### config.mk
export PLATFORM = sky130hd
export DESIGN_NAME = apsr_regs
export DESIGN_NICKNAME = d
export VERILOG_FILES = /design/src/core/apsr_pkg.sv /design/src/core/apsr_regs.sv
export SDC_FILE = /design/constraint.sdc
export NUM_CORES = 1
export LEC_CHECK = 0
export BUFFER_PORTS_ARGS = -buffer_cell sky130_fd_sc_hd__buf_2
export CAP_MARGIN = 0
export CORE_MARGIN = 2
export CORE_UTILIZATION = 49
export DETAILED_ROUTE_END_ITERATION = 12
export PLACE_DENSITY = 0.83
export SLEW_MARGIN = 20
export SYNTH_ARGS = -nofsm -noshare
export SYNTH_HDL_FRONTEND = slang
export SYNTH_SLANG_ARGS = --single-unit
### constraint.sdc
create_clock -name aclk -period 4.4 [get_ports aclk]
set_input_delay 0.44 -clock aclk [delete_from_list [all_inputs] [get_ports aclk]]
set_output_delay 0.44 -clock aclk [all_outputs]
set_load 0.01 [all_outputs]
### src/core/apsr_pkg.sv
// apsr_pkg: offsets, field positions, reset values and carrier types for the
// analog compare / port direction / serial control register bank.
// assumes a 32-bit AXI4-Lite register bus, one aligned word per register.
package apsr_pkg;
    // printed offsets are register indices; byte address is four times each
    localparam logic [7:0] IDX_CHAN_SEL  = 8'h5c;
    localparam logic [7:0] IDX_REF_LEVEL = 8'h5d;
    localparam logic [7:0] IDX_CMP_START = 8'h5e;
    localparam logic [7:0] IDX_CMP_RES   = 8'h5f;
    localparam logic [7:0] IDX_SER_MODE  = 8'h60;
    localparam logic [7:0] IDX_SER_CLK   = 8'h61;
    localparam logic [7:0] IDX_DIR_B     = 8'h6e;
    localparam logic [7:0] IDX_DIR_CD    = 8'h6f;
    localparam int         ADDR_W        = 10;

    // field positions
    localparam int POS_CMP_START  = 0;
    localparam int POS_CMP_RES    = 0;
    localparam int POS_SER_RUN    = 0;
    localparam int POS_SER_OUTPIN = 1;
    localparam int POS_SER_DIR    = 2;

    // reset values
    localparam logic [3:0] RST_REG4 = 4'h0;

    // comparator channel codes
    localparam logic [1:0] CHAN_NONE   = 2'h0;
    localparam logic [1:0] CHAN_FIRST  = 2'h1;

    // serial clock codes and shift rates
    localparam logic [1:0] SCLK_EXT    = 2'h0;
    localparam logic [1:0] SCLK_12K5   = 2'h1;
    localparam logic [1:0] SCLK_18K75  = 2'h2;
    localparam logic [1:0] SCLK_37K5   = 2'h3;
    localparam real        CLK_HZ      = 125.0e6;
    localparam real        RATE_12K5   = 12.5e3;
    localparam real        RATE_18K75  = 18.75e3;
    localparam real        RATE_37K5   = 37.5e3;
    // half period in system clocks, rounded down (never longer than exact)
    localparam int HALF_12K5  = int'($floor(CLK_HZ / (2.0 * RATE_12K5)));
    localparam int HALF_18K75 = int'($floor(CLK_HZ / (2.0 * RATE_18K75)));
    localparam int HALF_37K5  = int'($floor(CLK_HZ / (2.0 * RATE_37K5)));

    // comparison settle time in system clocks
    localparam int CMP_SETTLE = 4;

    // AXI responses
    localparam logic [1:0] RESP_OKAY   = 2'h0;
    localparam logic [1:0] RESP_SLVERR = 2'h2;

    typedef struct packed {
        logic [1:0] channel;
        logic [3:0] ref_code;
        logic       ser_dir;
        logic       ser_outpin;
        logic       ser_run;
        logic [1:0] ser_clk;
    } apsr_ctrl_t;
endpackage : apsr_pkg

### src/core/apsr_regs.sv
// apsr_regs: AXI4-Lite register bank for comparator channel/reference/start,
// port direction bits and serial mode/clock selection.
// assumes an external analog comparator reporting input above reference
// and a serial shifter that consumes the drive and clock outputs.
//
// Overview of operation
// - channel code picks none, first, second pin
// - reference level is (code+0.5)/16 of supply
// - each direction bit: 0 input, 1 output
// - serial direction: 0 input, 1 output
// - out-pin bit routes serial data or port when serial direction is output
// - clock code: external, 12.5, 18.75, 37.5 kHz
`timescale 1ns/10ps
module apsr_regs
    import apsr_pkg::*;
#(
    parameter int HALF_A = HALF_12K5,
    parameter int HALF_B = HALF_18K75,
    parameter int HALF_C = HALF_37K5
)
(
    // clock and reset
    input  wire logic                      aclk,
    input  wire logic                      aresetn,
    // axi4-lite write address, data and response
    input  wire logic [apsr_pkg::ADDR_W-1:0] s_axi_awaddr,
    input  wire logic                      s_axi_awvalid,
    output logic                           s_axi_awready,
    input  wire logic [31:0]               s_axi_wdata,
    input  wire logic [3:0]                s_axi_wstrb,
    input  wire logic                      s_axi_wvalid,
    output logic                           s_axi_wready,
    output logic [1:0]                     s_axi_bresp,
    output logic                           s_axi_bvalid,
    input  wire logic                      s_axi_bready,
    // axi4-lite read
    input  wire logic [apsr_pkg::ADDR_W-1:0] s_axi_araddr,
    input  wire logic                      s_axi_arvalid,
    output logic                           s_axi_arready,
    output logic [31:0]                    s_axi_rdata,
    output logic [1:0]                     s_axi_rresp,
    output logic                           s_axi_rvalid,
    input  wire logic                      s_axi_rready,
    // analog comparator
    input  wire logic                      comparator_above,
    output logic                           analog_pin_first_sel,
    output logic                           analog_pin_second_sel,
    output logic [3:0]                     reference_code,
    output logic                           comparator_enable,
    // general-purpose port direction
    output logic [3:0]                     group_b_dir,
    output logic [3:0]                     group_cd_dir,
    // serial interface
    output logic                           shared_serial_data_oe,
    output logic                           serial_out_pin_route,
    output logic                           serial_run,
    output logic                           serial_ext_clock,
    output logic                           serial_shift_clock
);
    // the divider counts in 16 bits and the settle counter in 3
    if (HALF_A < 1 || HALF_A > 65535 || HALF_B < 1 || HALF_B > 65535 ||
        HALF_C < 1 || HALF_C > 65535 || CMP_SETTLE < 1 || CMP_SETTLE > 8)
    begin : g_range_check
        $error("apsr_regs: half period or settle count out of range");
    end

    apsr_ctrl_t   ctrl;
    logic [3:0]   dir_b;
    logic [3:0]   dir_cd;
    logic         cmp_result;
    // kept apart from ctrl so that only the compare process writes it
    logic         cmp_run;
    logic [2:0]   settle_cnt;
    logic         aw_held;
    logic         w_held;
    logic [ADDR_W-1:0] aw_addr;
    logic [31:0]  w_data;
    logic [3:0]   w_strb;
    logic         do_write;
    logic [7:0]   w_idx;
    logic [7:0]   r_idx;
    logic         w_hit;
    logic         r_hit;
    logic [31:0]  next_rdata;
    logic [15:0]  div_cnt;
    logic [15:0]  div_half;

    // write channel: address and data taken independently, response after both
    assign s_axi_awready = !aw_held && !s_axi_bvalid;
    assign s_axi_wready  = !w_held && !s_axi_bvalid;
    assign do_write      = aw_held && w_held && !s_axi_bvalid;
    assign w_idx         = aw_addr[ADDR_W-1:2];

    always_ff @(posedge aclk)
    begin
        if (!aresetn)
        begin
            aw_held <= 1'b0;
            aw_addr <= '0;
        end
        else if (s_axi_awvalid && s_axi_awready)
        begin
            aw_held <= 1'b1;
            aw_addr <= s_axi_awaddr;
        end
        else if (do_write)
            aw_held <= 1'b0;
    end

    always_ff @(posedge aclk)
    begin
        if (!aresetn)
        begin
            w_held <= 1'b0;
            w_data <= '0;
            w_strb <= '0;
        end
        else if (s_axi_wvalid && s_axi_wready)
        begin
            w_held <= 1'b1;
            w_data <= s_axi_wdata;
            w_strb <= s_axi_wstrb;
        end
        else if (do_write)
            w_held <= 1'b0;
    end

    always_comb
    begin
        case (w_idx)
            IDX_CHAN_SEL, IDX_REF_LEVEL, IDX_CMP_START, IDX_CMP_RES,
            IDX_SER_MODE, IDX_SER_CLK, IDX_DIR_B, IDX_DIR_CD: w_hit = 1'b1;
            default: w_hit = 1'b0;
        endcase
    end

    always_ff @(posedge aclk)
    begin
        if (!aresetn)
        begin
            s_axi_bvalid <= 1'b0;
            s_axi_bresp  <= RESP_OKAY;
        end
        else if (do_write)
        begin
            s_axi_bvalid <= 1'b1;
            s_axi_bresp  <= w_hit ? RESP_OKAY : RESP_SLVERR;
        end
        else if (s_axi_bready)
            s_axi_bvalid <= 1'b0;
    end

    // only byte lane 0 carries register bits; upper bits are dropped
    always_ff @(posedge aclk)
    begin
        if (!aresetn)
        begin
            ctrl.channel    <= RST_REG4[1:0];
            ctrl.ref_code   <= RST_REG4;
            ctrl.ser_dir    <= RST_REG4[0];
            ctrl.ser_outpin <= RST_REG4[0];
            ctrl.ser_run    <= RST_REG4[0];
            ctrl.ser_clk    <= RST_REG4[1:0];
            dir_b           <= RST_REG4;
            dir_cd          <= RST_REG4;
        end
        else if (do_write && w_strb[0])
        begin
            case (w_idx)
                IDX_CHAN_SEL:  ctrl.channel <= w_data[1:0];
                IDX_REF_LEVEL: ctrl.ref_code <= w_data[3:0];
                IDX_SER_MODE:
                begin
                    ctrl.ser_dir    <= w_data[POS_SER_DIR];
                    ctrl.ser_outpin <= w_data[POS_SER_OUTPIN];
                    ctrl.ser_run    <= w_data[POS_SER_RUN];
                end
                IDX_SER_CLK:   ctrl.ser_clk <= w_data[1:0];
                IDX_DIR_B:     dir_b <= w_data[3:0];
                IDX_DIR_CD:    dir_cd <= w_data[3:0];
                default:       ;
            endcase
        end
    end

    // compare start: written 1 runs the comparator until it settles, then
    // the result is latched; written 0 stops it at once
    always_ff @(posedge aclk)
    begin
        if (!aresetn)
        begin
            cmp_run    <= 1'b0;
            settle_cnt <= '0;
            cmp_result <= 1'b0;
        end
        else if (do_write && w_strb[0] && w_idx == IDX_CMP_START)
        begin
            cmp_run    <= w_data[POS_CMP_START];
            settle_cnt <= '0;
        end
        else if (cmp_run)
        begin
            if (32'(settle_cnt) == CMP_SETTLE - 1)
            begin
                cmp_run      <= 1'b0;
                // no channel selected compares nothing and reads 0
                cmp_result   <= (ctrl.channel != CHAN_NONE) && comparator_above;
            end
            else
                settle_cnt <= settle_cnt + 3'h1;
        end
    end

    // read channel
    assign s_axi_arready = !s_axi_rvalid;
    assign r_idx         = s_axi_araddr[ADDR_W-1:2];

    always_comb
    begin
        next_rdata = 32'h0;
        r_hit      = 1'b1;
        case (r_idx)
            IDX_CHAN_SEL:  next_rdata[1:0] = ctrl.channel;
            IDX_REF_LEVEL: next_rdata[3:0] = ctrl.ref_code;
            IDX_CMP_START: next_rdata[POS_CMP_START] = cmp_run;
            IDX_CMP_RES:   next_rdata[POS_CMP_RES] = cmp_result;
            IDX_SER_MODE:
            begin
                next_rdata[POS_SER_DIR]    = ctrl.ser_dir;
                next_rdata[POS_SER_OUTPIN] = ctrl.ser_outpin;
                next_rdata[POS_SER_RUN]    = ctrl.ser_run;
            end
            IDX_SER_CLK:   next_rdata[1:0] = ctrl.ser_clk;
            IDX_DIR_B:     next_rdata[3:0] = dir_b;
            IDX_DIR_CD:    next_rdata[3:0] = dir_cd;
            default:       r_hit = 1'b0;
        endcase
    end

    always_ff @(posedge aclk)
    begin
        if (!aresetn)
        begin
            s_axi_rvalid <= 1'b0;
            s_axi_rdata  <= 32'h0;
            s_axi_rresp  <= RESP_OKAY;
        end
        else if (s_axi_arvalid && s_axi_arready)
        begin
            s_axi_rvalid <= 1'b1;
            s_axi_rdata  <= next_rdata;
            s_axi_rresp  <= r_hit ? RESP_OKAY : RESP_SLVERR;
        end
        else if (s_axi_rready)
            s_axi_rvalid <= 1'b0;
    end

    // internal shift clock divider; held idle while serial is stopped
    always_comb
    begin
        case (ctrl.ser_clk)
            SCLK_12K5:  div_half = 16'(HALF_A);
            SCLK_18K75: div_half = 16'(HALF_B);
            SCLK_37K5:  div_half = 16'(HALF_C);
            default:    div_half = 16'h1;
        endcase
    end

    always_ff @(posedge aclk)
    begin
        if (!aresetn)
        begin
            div_cnt            <= '0;
            serial_shift_clock <= 1'b1;
        end
        else if (!ctrl.ser_run || ctrl.ser_clk == SCLK_EXT)
        begin
            div_cnt            <= '0;
            serial_shift_clock <= 1'b1;
        end
        else if (div_cnt >= div_half - 16'h1)
        begin
            div_cnt            <= '0;
            serial_shift_clock <= !serial_shift_clock;
        end
        else
            div_cnt <= div_cnt + 16'h1;
    end

    // outputs
    assign analog_pin_first_sel  = ctrl.channel == CHAN_FIRST;
    assign analog_pin_second_sel = ctrl.channel[1];
    assign reference_code        = ctrl.ref_code;
    assign comparator_enable     = cmp_run;
    assign group_b_dir           = dir_b;
    assign group_cd_dir          = dir_cd;
    assign shared_serial_data_oe = ctrl.ser_dir;
    assign serial_out_pin_route  = ctrl.ser_dir && ctrl.ser_outpin;
    assign serial_run            = ctrl.ser_run;
    assign serial_ext_clock      = ctrl.ser_clk == SCLK_EXT;
endmodule : apsr_regs

==> metrics.txt <==
Initial Util 50.95%; clock skew 0.007674 ns; Sw Share 23.91%; worst slack at placement 1.610 ns; total DRC errors in the routed layout 0; core box area 6869 um2; slew of the pin with the lowest slew margin 1.037 ns; R2R depth 9; detailed placer's ending HPWL 5216 um; clock network fraction of design power 41.9%; floorplan die area 7834 um2; area fraction of the dominant cell type after synthesis 36.61%; primary flip-flop cell chosen by synthesis mapping sky130_fd_sc_hd__dfxtp_1; Total Neg Setup Slack 0 ns; combinational group share of total power 7.9%; status finished, final reports clean; Antenna Violating Nets Remaining 0; GRT Resource Usage Total 18.85%; number of setup buffers added after CTS 0; Async SR Flop Fraction 0%; CTS Root Buffer Type sky130_fd_sc_hd__clkbuf_8; Critical Path Start ctrl[1]; via count of the first global-routing pass 2626; worst ir drop on vdd 0.1822 mV; area of the mapped netlist 3500 um2; Fmax achieved 355.3 MHz; total net switching power 0.2908 mW; pin count of the biggest net entering global routing 48; average cell area after synthesis 8.905 um2; Vias per Instance 4.971; WL per Instance 12.72 um; CTS Hold Buffers Added 0; leading cell type by number of instances after synthesis sky130_fd_sc_hd__dfxtp_1; Final period util 63.96%; wire length of the first global-routing pass 11680 um; startpoint class of the critical path flip-flop; warning count from the yosys run 0; Data required, critical path 4.58 ns; Worst Path Buf+Inv 2; IO buf count 59; max capacitance violation total 0; logic depth of the worst setup path including buffers 9; grt ovf 0; number of cells traversed by the worst hold path 2; worst min-delay path class in2reg; CTS Buf Count 9; type of the worst setup path reg2reg; H-Tree Depth 3; post-synthesis register bit count 64; cell count after synthesis 393; RSZ-0062 raised after global routing false; share of power burned in registers 50.2%; number of nets in the layout 533; row count 30; number of distinct standard cells referenced by the synthesized netlist 47; total count of max-transition violations in the final report 0; Setup Viol. Count Final 0; fraction of layout cells with a size suffix above 1 18.32%; Detailed Route WL 6983 um; dominant delay contributor by cell family on the critical path compound AO/OA/AOI/OAI gates; RR Endpoint div_cnt[8]; gp weighted congestion 0.8095; number of enable flip-flop cells after synthesis 0; worst slew margin relative to its limit 30.40%; static leakage 1.612 nW; largest cells by area after synthesis sky130_fd_sc_hd__dfxtp_1 (37%), sky130_fd_sc_hd__mux2i_1 (9.2%), sky130_fd_sc_hd__ha_1 (7.5%); filler cell count 614; total number of vias 2729; maximum fanout along the worst path 15; antenna violations before repair 0; area growth from synthesis to layout 12.30%; 1st-iter DRT viols 70; Die Wd 88.51 um; cell internal power dissipation 0.9253 mW; number of top-level design ports 125; highest-delay cell along the critical path sky130_fd_sc_hd__o21ai_1; First-pass DRT Iterations 4; sequential share of the synthesized area 36.61%; clk sink count 64; Largest stage delay, worst path 0.85 ns; quantity of gates resized following cts 0; PwrDens 309.4 nW/um2; clock-pin slew reported for the worst setup and hold paths after clock tree synthesis 0.07 ns; flop2flop setup slack 1.59 ns; clock latency on the worst-skew pair 0.34 ns; floorplan die height 88.51 um; clock tree buffer depth 2; setup ws final 1.586 ns; Antenna Cells 0; data arrival time of the critical path 2.99 ns; count of final hold-check violations 0; CP cell instances inv_1 -> ha_1 -> inv_1 -> ha_1 -> nand4_1 -> nor4_1 -> o21ai_0 -> o21ai_1 -> nor2_1; most area-hungry cell type in the Yosys netlist sky130_fd_sc_hd__dfxtp_1; most frequent cells after synthesis sky130_fd_sc_hd__dfxtp_1 (64), sky130_fd_sc_hd__buf_4 (34), sky130_fd_sc_hd__nand2_1 (34), sky130_fd_sc_hd__mux2i_1 (32); crit path capture type flip-flop; capture point of the worst path div_cnt[8]; min cycle time layout 2.814 ns; CTS tree yes; origin of the critical flop-to-flop path ctrl[1]
[registers in the layout, indices dropped and copies added (netlist names)]
signal,flops
shared_serial_data_oe,1
reference_code,4
aw_addr,8
comparator_enable,1
s_axi_rdata,4
s_axi_rvalid,1
settle_cnt,3
w_data,4
s_axi_rresp,1
w_held,1
serial_run,1
serial_shift_clock,1
aw_held,1
ctrl,4
analog_pin_second_sel,1
s_axi_bresp,1
w_strb,1
group_b_dir,4
cmp_result,1
s_axi_bvalid,1
div_cnt,16
group_cd_dir,4
[cell usage in the layout, fill, tap and decap left out, types with 2 or more instances in the layout]
cell type / n
sky130_fd_sc_hd__or2_2: 3
sky130_fd_sc_hd__a211oi_1: 4
sky130_fd_sc_hd__or3_1: 2
sky130_fd_sc_hd__nand2_1: 34
sky130_fd_sc_hd__nor3_2: 2
sky130_fd_sc_hd__ha_1: 21
sky130_fd_sc_hd__a21boi_0: 11
sky130_fd_sc_hd__o21ai_0: 8
sky130_fd_sc_hd__clkinv_2: 2
sky130_fd_sc_hd__mux2i_1: 32
sky130_fd_sc_hd__clkbuf_8: 11
sky130_fd_sc_hd__or4_1: 3
sky130_fd_sc_hd__a31oi_1: 4
sky130_fd_sc_hd__xor2_1: 7
sky130_fd_sc_hd__clkbuf_1: 2
sky130_fd_sc_hd__nand3_1: 9
sky130_fd_sc_hd__and2_1: 4
sky130_fd_sc_hd__nor2_1: 31
sky130_fd_sc_hd__buf_2: 59
sky130_fd_sc_hd__o211ai_1: 5
sky130_fd_sc_hd__nand4_1: 5
sky130_fd_sc_hd__xnor2_1: 7
sky130_fd_sc_hd__conb_1: 33
sky130_fd_sc_hd__and3_1: 4
sky130_fd_sc_hd__dfxtp_1: 64
sky130_fd_sc_hd__nor2b_1: 31
sky130_fd_sc_hd__nor3_1: 8
sky130_fd_sc_hd__inv_1: 13
sky130_fd_sc_hd__nand2b_1: 6
sky130_fd_sc_hd__a21oi_1: 9
[cells by family after synthesis]
logic type      count (synthesis)  synth area share (%)
flops                          64                 36.61
mux                            34                 10.12
compound gates                 49                 9.189
other cells                     2                0.2146
simple gates                  150                 22.88
buf+inv                        59                 9.975
xor+xnor                       14                 3.504
fa+ha+maj                      21                 7.508
[cell type report]
type,instances,area (um2),area share [%]
multi-input cells,301,1986,50.53
flip-flops and latches,64,1281,32.60
repair buffers,59,295.3,7.514
clock buffers,13,158.9,4.043
well taps,96,120.1,3.056
inverters,13,48.80,1.242
clock inverters,3,40.04,1.019
[through the flow]
stage	area (um2)	std cells	total power [mW]	hold WS (ns)	util [%]
floorplan	3616	424	0.7044	0.4353	-
global placement	3731	533	0.7143	0.4489	54.32
detailed placement	3731	533	0.7177	0.4609	54.32
CTS	3930	549	1.223	0.3408	57.21
global route	3930	549	1.264	0.3615	57.21
finish	3930	549	1.216	0.3537	57.21
[worst reg2reg max path: stages (launching register included)]
cell and delay (ns):
sky130_fd_sc_hd__dfxtp_1 0.36, sky130_fd_sc_hd__inv_1 0.18, sky130_fd_sc_hd__ha_1 0.23, sky130_fd_sc_hd__inv_1 0.06, sky130_fd_sc_hd__ha_1 0.28, sky130_fd_sc_hd__nand4_1 0.11
sky130_fd_sc_hd__nor4_1 0.26, sky130_fd_sc_hd__o21ai_0 0.20, sky130_fd_sc_hd__o21ai_1 0.85, sky130_fd_sc_hd__nor2_1 0.12
[routing by layer]
metal  share of wire [%]  up-vias  wire (um)  track usage (%)
met1                  45     1260       3130            22.82
met2                  49       81       3445            34.04
li1                    -     1383          -                -
met3                 5.0        5        352            4.104
met5                   0        -          0                0
met4                0.77        0         54            4.545
[power groups by stage]
stage	Clock [mW]	Combinational, mW	Sequential (mW)
CTS	0.518	0.0949	0.610
detailed placement	0	0.0945	0.623
floorplan	0	0.0840	0.620
finish	0.510	0.0956	0.611
global route	0.544	0.108	0.612
global placement	0	0.0920	0.622
[worst min path at each step]
| stage | to | slack, ns | startpoint |
|---|---|---|---|
| 6_report | s_axi_rvalid | 0.35 | s_axi_arvalid |
| 5_1_grt | s_axi_rvalid | 0.36 | s_axi_arvalid |
| 4_1_cts | s_axi_rvalid | 0.34 | s_axi_arvalid |
| 3_5_place_dp | cmp_result | 0.46 | cmp_result |
| 3_3_place_gp | cmp_result | 0.45 | cmp_result |
| 2_1_floorplan | cmp_result | 0.44 | cmp_result |
Power figures use the tool's default switching activity.
